--- src/hw/ctmc_params.svh ---
// Constants of the CAN transceiver mode controller.
`ifndef CTMC_PARAMS_SVH
`define CTMC_PARAMS_SVH

// Depth of the receive-bit buffer and the width of its pointers.
`define CTMC_BUF_DEPTH     2
`define CTMC_BUF_PTR_W     1
`define CTMC_BUF_CNT_W     2
`define CTMC_BUF_FULL_CNT  2'h2

// Mode register encodings, Gray coded along power-down, normal, receive-only, standby.
`define CTMC_MODE_PWRDN    2'h0
`define CTMC_MODE_NORMAL   2'h1
`define CTMC_MODE_RXONLY   2'h3
`define CTMC_MODE_STANDBY  2'h2

// Receive data level for a recessive bus.
`define CTMC_RX_RECESSIVE  1'h1

`endif

--- src/hw/ctmc_pkg.sv ---
// Types of the CAN transceiver mode controller.
`include "ctmc_params.svh"

package ctmc_pkg;

	// Operating mode; power-down is the reset state.
	typedef enum logic [1:0] {
		CTMC_PWRDN   = `CTMC_MODE_PWRDN,
		CTMC_NORMAL  = `CTMC_MODE_NORMAL,
		CTMC_RXONLY  = `CTMC_MODE_RXONLY,
		CTMC_STANDBY = `CTMC_MODE_STANDBY
	} ctmc_mode_t;

	// Buffer counter type.
	typedef logic [`CTMC_BUF_CNT_W-1:0] ctmc_cnt_t;

endpackage : ctmc_pkg

--- src/hw/ctmc_top.sv ---
// Mode controller, transmit gate and receive path of a high-speed CAN transceiver.
//
// How it works
// - A low transmit input with the transmitter on drives dominant; receive reads low.
// - Exactly normal, receive-only and standby modes exist, plus power-down.
// - Only standby select, the two supplies and reset change mode; wake-up never does.
// - In standby a detected wake-up is shown to the controller on receive data.
// - Logic-supply loss forces power-down; transmitter, receivers and bias all off.
// - Normal mode enables the transmitter and biases the bus to half supply.
// - Normal mode uses the normal receiver for receive data; low-power receiver off.
// - Normal mode enables the time-out monitor, which cuts the transmitter.
// - Normal mode enables overtemperature protection, which cuts the transmitter.
// - Transmitter-supply loss in normal mode moves to receive-only mode.
// - Standby select low with the transmitter supply good moves standby or receive-only into normal mode.
// - Normal mode is entered only with both supplies good.
// - Standby select low with transmitter supply missing means receive-only mode, except from standby, which holds.
// - Receive-only mode disables the transmitter and blocks transmit data.
// - Receive-only mode uses the normal receiver; low-power receiver off.
// - Receive-only: bias to ground, monitors off, supply detection still on.
// - Standby select high in receive-only mode enters standby.
// - Leaving power-down with select low gives normal or receive-only by supply.
// - Standby keeps only the low-power receiver watching for wake patterns.
// - An undriven standby select reads high, selecting standby.
// - Standby select high moves normal or receive-only into standby.
// - Standby never goes to receive-only; it holds while the transmitter supply is missing.
// - In standby receive data stays high until a wake-up is detected.
`timescale 1ns/1ns
`default_nettype none
`include "ctmc_params.svh"

module ctmc_top (
	// Clock and reset.
	input  wire logic              ref_clk_i,
	input  wire logic              rst_b_i,
	// Supply flags.
	input  wire logic              tx_supply_good_i,
	input  wire logic              logic_supply_good_i,
	// Controller side.
	input  wire logic              tx_data_i,
	input  wire logic              standby_select_in_i,
	input  wire logic              standby_select_driven_i,
	// Receiver and protection flags.
	input  wire logic              bus_rx_dominant_i,
	input  wire logic              lp_rx_dominant_i,
	input  wire logic              wake_pattern_i,
	input  wire logic              tx_timeout_i,
	input  wire logic              overtemp_i,
	// Receive sample stream into the buffer.
	input  wire logic              rx_sample_valid_i,
	output logic                   rx_sample_ready_o,
	// Receive data toward the controller.
	output logic                   rx_data_o,
	output logic                   rx_valid_o,
	input  wire logic              rx_ready_i,
	// Bus lines, output enables low while driving.
	output logic                   bus_high_line_o,
	output logic                   bus_high_line_oe_b_o,
	output logic                   bus_low_line_o,
	output logic                   bus_low_line_oe_b_o,
	// Mode and function enables.
	output ctmc_pkg::ctmc_mode_t   mode_o,
	output logic                   tx_enable_o,
	output logic                   nm_rx_enable_o,
	output logic                   lp_rx_enable_o,
	output logic                   bias_half_supply_o,
	output logic                   bias_ground_o,
	output logic                   tx_timeout_en_o,
	output logic                   overtemp_en_o,
	output logic                   tx_uv_detect_en_o,
	output logic                   wake_flag_o
);
	import ctmc_pkg::*;

	logic        rst_src_b;
	logic        rst_meta_r;
	logic        rst_n_r;
	logic        stb_eff;
	ctmc_mode_t  mode_r;
	ctmc_mode_t  mode_nxt;
	logic        wake_r;
	logic        tx_dom_r;
	logic        rx_bit_w;
	logic        buf_mem_r [0:`CTMC_BUF_DEPTH-1];
	logic [`CTMC_BUF_PTR_W-1:0] wr_ptr_r;
	logic [`CTMC_BUF_PTR_W-1:0] rd_ptr_r;
	ctmc_cnt_t   count_r;
	logic        push;
	logic        pop;

	// Receive level for the current mode; a recessive bus reads high.
	function automatic logic rx_level(input ctmc_mode_t m, input logic wake,
		input logic nm_dom, input logic lp_dom);
		logic lvl;
		lvl = `CTMC_RX_RECESSIVE;
		case (m)
			CTMC_NORMAL:  lvl = ~nm_dom;
			CTMC_RXONLY:  lvl = ~nm_dom;
			CTMC_STANDBY: lvl = wake ? ~lp_dom : `CTMC_RX_RECESSIVE;
			default:      lvl = `CTMC_RX_RECESSIVE;
		endcase
		return lvl;
	endfunction : rx_level

	// supply loss resets
	// Logic-supply loss acts as an asynchronous reset, so no clock edge is needed to power down.
	assign rst_src_b = rst_b_i & logic_supply_good_i;

	// Reset release through two flip-flops; assertion stays asynchronous.
	always_ff @(posedge ref_clk_i or negedge rst_src_b) begin
		if (!rst_src_b) begin
			rst_meta_r <= 1'h0;
			rst_n_r    <= 1'h0;
		end else begin
			rst_meta_r <= 1'h1;
			rst_n_r    <= rst_meta_r;
		end
	end

	// undriven select high
	// The pull-up is modelled here: a floating select pin counts as standby.
	assign stb_eff = standby_select_driven_i ? standby_select_in_i : 1'h1;

	// four states only
	// Next mode; the wake input is deliberately absent from this decision.
	always_comb begin
		mode_nxt = mode_r;
		case (mode_r)
			CTMC_PWRDN: begin
				if (stb_eff) begin
					mode_nxt = CTMC_STANDBY;
				end else if (tx_supply_good_i) begin
					mode_nxt = CTMC_NORMAL;
				end else begin
					mode_nxt = CTMC_RXONLY;
				end
			end
			CTMC_NORMAL: begin
				if (stb_eff) begin
					mode_nxt = CTMC_STANDBY;
				end else if (!tx_supply_good_i) begin
					mode_nxt = CTMC_RXONLY;
				end
			end
			CTMC_RXONLY: begin
				if (stb_eff) begin
					mode_nxt = CTMC_STANDBY;
				end else if (tx_supply_good_i) begin
					mode_nxt = CTMC_NORMAL;
				end
			end
			CTMC_STANDBY: begin
				if (!stb_eff && tx_supply_good_i) begin
					mode_nxt = CTMC_NORMAL;
				end
			end
			default: mode_nxt = CTMC_PWRDN;
		endcase
	end

	// mode change causes
	// Mode register; the logic supply good is already folded into the reset.
	always_ff @(posedge ref_clk_i or negedge rst_n_r) begin
		if (!rst_n_r) begin
			mode_r <= CTMC_PWRDN;
		end else begin
			mode_r <= mode_nxt;
		end
	end

	// wake flag capture
	// Entering normal mode clears the flag even if a pattern ends in that cycle.
	always_ff @(posedge ref_clk_i or negedge rst_n_r) begin
		if (!rst_n_r) begin
			wake_r <= 1'h0;
		end else if (mode_nxt == CTMC_NORMAL) begin
			wake_r <= 1'h0;
		end else if (mode_r == CTMC_STANDBY && wake_pattern_i) begin
			wake_r <= 1'h1;
		end
	end

	// transmitter gating
	// Time-out and overtemperature cut the enable at once and the bus driver at the next clock edge.
	assign tx_enable_o = (mode_r == CTMC_NORMAL) & ~tx_timeout_i & ~overtemp_i;

	// dominant drive
	// Registered drive so the bus lines never glitch on decode changes.
	always_ff @(posedge ref_clk_i or negedge rst_n_r) begin
		if (!rst_n_r) begin
			tx_dom_r <= 1'h0;
		end else begin
			tx_dom_r <= tx_enable_o & ~tx_data_i;
		end
	end

	// Recessive leaves both lines undriven; only dominant drives them apart.
	assign bus_high_line_o      = tx_dom_r;
	assign bus_low_line_o       = 1'h0;
	assign bus_high_line_oe_b_o = ~tx_dom_r;
	assign bus_low_line_oe_b_o  = ~tx_dom_r;

	// receiver selection
	// Normal and receive-only use the normal receiver, standby the low-power one.
	assign nm_rx_enable_o = (mode_r == CTMC_NORMAL) | (mode_r == CTMC_RXONLY);
	assign lp_rx_enable_o = (mode_r == CTMC_STANDBY);

	// function enables by mode
	// Power-down drives neither bias, so the bus floats.
	assign bias_half_supply_o = (mode_r == CTMC_NORMAL);
	assign bias_ground_o      = (mode_r == CTMC_RXONLY) | (mode_r == CTMC_STANDBY);
	assign tx_timeout_en_o    = (mode_r == CTMC_NORMAL);
	assign overtemp_en_o      = (mode_r == CTMC_NORMAL);
	assign tx_uv_detect_en_o  = (mode_r == CTMC_NORMAL) | (mode_r == CTMC_RXONLY);
	assign mode_o             = mode_r;
	assign wake_flag_o        = wake_r;

	assign rx_bit_w = rx_level(mode_r, wake_r, bus_rx_dominant_i, lp_rx_dominant_i);

	// Buffer handshakes; power-down accepts nothing.
	assign rx_sample_ready_o = (count_r != `CTMC_BUF_FULL_CNT) & (mode_r != CTMC_PWRDN);
	assign push              = rx_sample_valid_i & rx_sample_ready_o;
	assign rx_valid_o        = (count_r != 2'h0);
	assign pop               = rx_valid_o & rx_ready_i;
	assign rx_data_o         = buf_mem_r[rd_ptr_r];

	// Buffer storage; two entries let a one-cycle stall pass without losing a bit.
	always_ff @(posedge ref_clk_i or negedge rst_n_r) begin
		if (!rst_n_r) begin
			buf_mem_r[0] <= `CTMC_RX_RECESSIVE;
			buf_mem_r[1] <= `CTMC_RX_RECESSIVE;
		end else if (push) begin
			buf_mem_r[wr_ptr_r] <= rx_bit_w;
		end
	end

	// Buffer pointers and fill count.
	always_ff @(posedge ref_clk_i or negedge rst_n_r) begin
		if (!rst_n_r) begin
			wr_ptr_r <= 1'h0;
			rd_ptr_r <= 1'h0;
			count_r  <= 2'h0;
		end else begin
			if (push) begin
				wr_ptr_r <= wr_ptr_r + 1'h1;
			end
			if (pop) begin
				rd_ptr_r <= rd_ptr_r + 1'h1;
			end
			if (push && !pop) begin
				count_r <= count_r + 2'h1;
			end else if (pop && !push) begin
				count_r <= count_r - 2'h1;
			end
		end
	end
endmodule : ctmc_top
`default_nettype wire

--- config.mk ---
export PLATFORM = sky130hd
export DESIGN_NAME = ctmc_top
export DESIGN_NICKNAME = d
export VERILOG_FILES = /design/src/hw/ctmc_pkg.sv /design/src/hw/ctmc_top.sv
export VERILOG_INCLUDE_DIRS = /design/src /design/src/hw
export SDC_FILE = /design/constraint.sdc
export NUM_CORES = 1
export LEC_CHECK = 0
export ABC_AREA = 1
export BUFFER_PORTS_ARGS = -buffer_cell sky130_fd_sc_hd__buf_2
export CAP_MARGIN = 30
export CORE_MARGIN = 4
export CORE_UTILIZATION = 46
export DETAILED_ROUTE_END_ITERATION = 12
export GPL_TIMING_DRIVEN = 0
export MAX_ROUTING_LAYER = met4
export PLACE_DENSITY = 0.8
export SLEW_MARGIN = 15
export SYNTH_ARGS = -nofsm -noshare
export SYNTH_HDL_FRONTEND = slang
export SYNTH_SLANG_ARGS = --single-unit
--- constraint.sdc ---
create_clock -name ref_clk_i -period 2.3 [get_ports ref_clk_i]
set_clock_uncertainty 0.1 [all_clocks]
set_input_delay 0.115 -clock ref_clk_i [delete_from_list [all_inputs] [get_ports ref_clk_i]]
set_output_delay 0.115 -clock ref_clk_i [all_outputs]
set_load 0.03 [all_outputs]
* Yosys cells after proc, flatten, opt, wreduce, memory -nomap -nowiden *
Index checks and enable logic that the tools add are counted.

word-level totals
  register bits after elaboration = 12
  input port bits = 14
  output and inout port bits = 18
  logic and storage cells = 74

cells by class
  add/sub/neg operators = 4
  $lt $le $gt $ge = 3
  equal/unequal tests = 5
  mux-type cells = 21
  bitwise gates (word level) = 17
  reductions and logical operators = 14

operators by type and width
  kind                                                                  count
  2-bit 2-to-1 mux                                                      9
  1-bit 2-to-1 mux                                                      8
  2-bit one-hot mux with 4 select lines                                 1
  2-bit nonzero test                                                    4
  1-bit bitwise AND                                                     7
  1-bit NOT                                                             6
  1-bit logical AND                                                     5
  2-bit by 1-bit == test with 1-bit output, second input constant       2
  2-bit == test, second input constant                                  2
  2-bit greater-or-equal comparator, second input constant              2
  1-bit NOT with 2-bit output                                           2
  1-bit zero test                                                       3
  1-bit adder, second input constant                                    2
  2-bit by 1-bit adder with 2-bit output, second input constant         1
  2-bit bitwise mux                                                     1
  2-bit zero test                                                       1
  2-bit by 1-bit < comparator with 1-bit output, second input constant  1
  2-bit inequality test, second input constant                          1
  1-bit bitwise OR                                                      2
  1-bit one-hot mux with 2 select lines                                 1
  2-bit OR reduction                                                    1
  2-bit by 1-bit subtractor with 2-bit output, second input constant    1
  1-bit demux with 1-bit select                                         1

* Logic depth before layout (Yosys ltp) *
  depth after elaboration = 7
  depth in mapped cells = 9
  mapped depth without buffers = 9

* Worst setup path after synthesis *
OpenSTA, ideal clock, no wires.

  path type = register to register
  start = reg mode_r[1], in the netlist mode_o[1]
  end = reg count_r[1]
  library setup time = 123 ps
  data arrival time = 1426 ps
  data required time = 2077 ps
  slack = 651 ps
  stages on the path, launching flop included = 8
  path buffers = 0
  cells stage by stage = dfrtp_1 -> inv_1 -> nand2_4 -> nand3_4 -> inv_1 -> ha_1 -> nand3b_1 -> xor2_1

between the ends
  word-level cells in the longest chain between the ends = 6
  elaborated cells between the ends (all ways) = 8
  classes of those cells = 1 x mux; 2 x bitwise; 5 x reduce/logical

RTL lines
  item                                 line             text
  start, declared                      ctmc_top.sv:78   ctmc_mode_t mode_r;
  start signal, assigned               ctmc_top.sv:166  mode_r <= mode_nxt;
  2-bit nonzero test *                 ctmc_top.sv:220  assign rx_sample_ready_o = (count_r != `CTMC_BUF_FULL_CNT) & (mode_r != CTMC_PWRDN);
  1-bit bitwise AND *                  ctmc_top.sv:220
  1-bit bitwise AND *                  ctmc_top.sv:221  assign push = rx_sample_valid_i & rx_sample_ready_o;
  via push                             ctmc_top.sv:87   logic push;
  1-bit zero test                      ctmc_top.sv:251  end else if (pop && !push) begin
  1-bit logical AND                    ctmc_top.sv:251
  2-bit nonzero test (no source line)  n/a
  end signal, assigned                 ctmc_top.sv:250  count_r <= count_r + 2'h1;
  end signal, assigned                 ctmc_top.sv:252  count_r <= count_r - 2'h1;
  end, declared                        ctmc_top.sv:86   ctmc_cnt_t count_r;

The timed path passes the listed nets; every way through them passes the cells marked *.
A chain may end at the register's enable or synchronous reset.

* Worst setup path after layout *
  start = reg count_r[0]
  end = reg count_r[1]

between the ends
  word-level cells in the longest chain between the ends = 6
  elaborated cells between the ends (all ways) = 14
  classes of those cells = 2 x add/sub; 1 x eq/ne; 2 x mux; 3 x bitwise; 6 x reduce/logical

RTL lines
  item                                      line
  2-bit inequality test (no source line) *  n/a
  1-bit bitwise AND *                       ctmc_top.sv:220
  1-bit bitwise AND *                       ctmc_top.sv:221
  via push                                  ctmc_top.sv:87
  1-bit zero test                           ctmc_top.sv:251
  1-bit logical AND                         ctmc_top.sv:251
  2-bit nonzero test (no source line)       n/a

The timed path passes the listed nets; every way through them passes the cells marked *. The select of a mux whose other input is x is not followed.

==> impl_metrics.json <==
{
  "path_cells": "inv_2 -> nand2_2 -> nand3_4 -> inv_1 -> ha_1 -> nand3b_1 -> xor2_1",
  "core_region_area_um2": 1300,
  "wl_per_cell_um": 10.2,
  "grt_pass1_vias": 602,
  "die-area_um2": 2050,
  "postCtsSetupBuffers": 0,
  "finalHoldViolCount": 0,
  "path_class": "flip-flop to flip-flop",
  "mostFrequentLayoutCells": "buf_2, nand2_1, inv_1, dfrtp_1, dlygate4sd3_1",
  "insertion_delay_ns": 0.27,
  "total_leakage_power_nw": 0.534,
  "grt_first_pass_wirelength_mm": 2.31,
  "pwr-share-comb": 0.432,
  "setup-violations-final": 0,
  "internal_power_mw": 0.522,
  "outcome": "completed",
  "worstPathArrival_ns": 1.65,
  "min_period_ns": 1.59,
  "path_depth": 7,
  "num_vias": 594,
  "cp-start-kind": "flip-flop",
  "power_density_nw_per_um2": 957,
  "swShare": 0.402,
  "hold_path_end": "mode_o[0]$_DFF_PN0_",
  "cts_sinks": 12,
  "multi_input_comb_area_um2": 234,
  "drv_slew": 0,
  "final_net_count": 135,
  "fin_area_um2": 913,
  "yosysUniqueCellTypes": 21,
  "dpl.hpwl_mm": 1.11,
  "area_growth_pct": 43.1,
  "ys_ff_latch": 12,
  "cp_num_buf_inv": 2,
  "root_buffer": "clkbuf_4",
  "required_ns": 2.36,
  "yosysWarnings": 0,
  "p_sw_mw": 0.352,
  "port_buffers": 30,
  "r2r_end": "count_r[1]$_DFFE_PN0P_",
  "cp_max_fo": 4,
  "reg2reg_depth": 7,
  "syn-num-nets": 93,
  "viasPerCell": 4.43,
  "die_w_um": 45.2,
  "seq_area_um2": 303,
  "cts_buffers": 3,
  "routed_wl_mm": 1.36,
  "grt_antenna_before_repair": 0,
  "gp_congestion": 0.710,
  "syn_area_per_cell_um2": 8.18,
  "layout_commonest_cell": "buf_2",
  "critPathSlowestCell": "dfrtp_1",
  "track_usage": 0.161,
  "die_y_um": 45.2,
  "nFillCells": 109,
  "row_count": 13,
  "placed_area_um2": 807,
  "drt_iter0_drc": 8,
  "syn_inst": 78,
  "ir_drop_uv": 693,
  "rsz0062_at_grt": "no",
  "slowest_delay_ns": 0.41,
  "antenna_left": 0,
  "syn_area_um2": 638,
  "min_from": "standby_select_driven_i",
  "first_pass_iters": 5,
  "clkPwrFrac": 0.187,
  "pin_count": 32,
  "n_antenna_cell": 0,
  "fin_tns_setup_ns": 0,
  "max_freq_ghz": 0.628,
  "remaining_drc_errors": 0,
  "cts_max_path_buffers": 2,
  "holdWs_ns": 0.0382,
  "worstHoldPathType": "input port to flip-flop",
  "htree_levels": 1,
  "worst_setup_path_end_kind": "flip-flop",
  "start_util": 0.490,
  "hold_depth": 5,
  "period_share": 0.692,
  "path_delay_family": "flip-flops",
  "drive_gt1_frac": 0.387,
  "pwr-share-seq": 0.381,
  "ys_seq_area_frac": 0.475,
  "regToRegSetupSlack_ns": 0.71,
  "globalRouteOverflowTotal": 0,
  "r2r_start": "count_r[0]$_DFFE_PN0P_",
  "drv_cap": 0,
  "cts_tree": "built",
  "grt_max_degree": 11,
  "path_clk_slew_ns": 0.07
}
-- how the worst max path moves through the flow --
stage / from / to / slack, ns
2_1_floorplan: mode_o[1]$_DFF_PN0_ / count_r[1]$_DFFE_PN0P_ / 0.65
3_3_place_gp: count_r[0]$_DFFE_PN0P_ / count_r[1]$_DFFE_PN0P_ / 0.76
3_5_place_dp: count_r[0]$_DFFE_PN0P_ / count_r[1]$_DFFE_PN0P_ / 0.70
4_1_cts: count_r[0]$_DFFE_PN0P_ / count_r[1]$_DFFE_PN0P_ / 0.70
5_1_grt: mode_o[1]$_DFF_PN0_ / bus_high_line_o$_DFF_PN0_ / 0.61
6_report: count_r[0]$_DFFE_PN0P_ / count_r[1]$_DFFE_PN0P_ / 0.71
-- repair_timing --
action | CTS | global route
hold endpoints to repair | 5 | 0
hold buffers | 7 | 0
resized for setup | 0 | 0
endpoints found under the setup margin | 0 | 0
-- power groups by stage --
stage	registers, mW	logic (mW)	clock network, mW
floorplan	0.335	0.277	0
global placement	0.334	0.353	0
detailed placement	0.339	0.372	0
CTS	0.335	0.381	0.168
global route	0.346	0.422	0.179
finish	0.333	0.377	0.164
-- per-layer routing --
| layer | part of all wire | vias to the layer above | global-route usage |
|---|---|---|---|
| li1 | - | 306 | - |
| met1 | 0.34 | 266 | 0.148 |
| met2 | 0.58 | 22 | 0.308 |
| met3 | 0.073 | 0 | 0.0717 |
| met4 | 0 | 0 | 0.0175 |
| met5 | 0 | - | - |
-- worst min-delay path: cells and delay by family --
family | cells | cell delay [ns]
buffers and inverters | 2 | 0.13
and+or+nand+nor | 3 | 0.13
-- cell type report --
class	instances	area share
flip-flops and latches	12	0.332
multi-input cells	44	0.256
repair buffers	37	0.241
inverters	15	0.0616
plain buffers	7	0.0493
clock buffers	4	0.0397
well taps	15	0.0205
-- flip-flops by register name, summed over array words and instances, names as in the netlist --
name	flops
rst_meta_r	1
rd_ptr_r	1
wake_flag_o	1
rst_n_r	1
buf_mem_r	2
mode_o	2
bus_high_line_o	1
count_r	2
wr_ptr_r	1
-- kinds of logic after synthesis --
| group | after synthesis | synth area share |
|---|---|---|
| fa+ha+maj | 1 | 0.0196 |
| buf+inv | 22 | 0.159 |
| simple gates | 35 | 0.263 |
| xor+xnor | 3 | 0.0412 |
| other cells | 2 | 0.0118 |
| compound gates | 3 | 0.0314 |
| flops | 12 | 0.475 |
-- metrics by stage --
step	power, mW	worst slack [ns]	cells	util
CTS	0.883	0.696	134	0.702
finish	0.874	0.708	134	0.702
floorplan	0.612	0.651	78	-
global route	0.947	0.614	134	0.702
global placement	0.687	0.762	123	0.620
detailed placement	0.711	0.705	123	0.620
-- synth_stat cells --
cell / instances / share of area
nand2_4: 1 / 0.018
dfstp_2: 2 / 0.082
o21ai_0: 1 / 0.0078
conb_1: 2 / 0.012
inv_2: 2 / 0.012
clkbuf_1: 2 / 0.012
dfrtp_1: 10 / 0.39
nor3_1: 1 / 0.0078
buf_4: 5 / 0.059
nand3b_1: 1 / 0.012
o21a_1: 2 / 0.024
nor4_1: 1 / 0.0098
nand3_4: 1 / 0.027
ha_1: 1 / 0.020
nand2_1: 23 / 0.14
nor2_1: 4 / 0.024
nand4_1: 2 / 0.020
inv_1: 13 / 0.076
xnor2_1: 1 / 0.014
xor2_1: 2 / 0.027
nand2_2: 1 / 0.0098
Power figures use the tool's default switching activity.
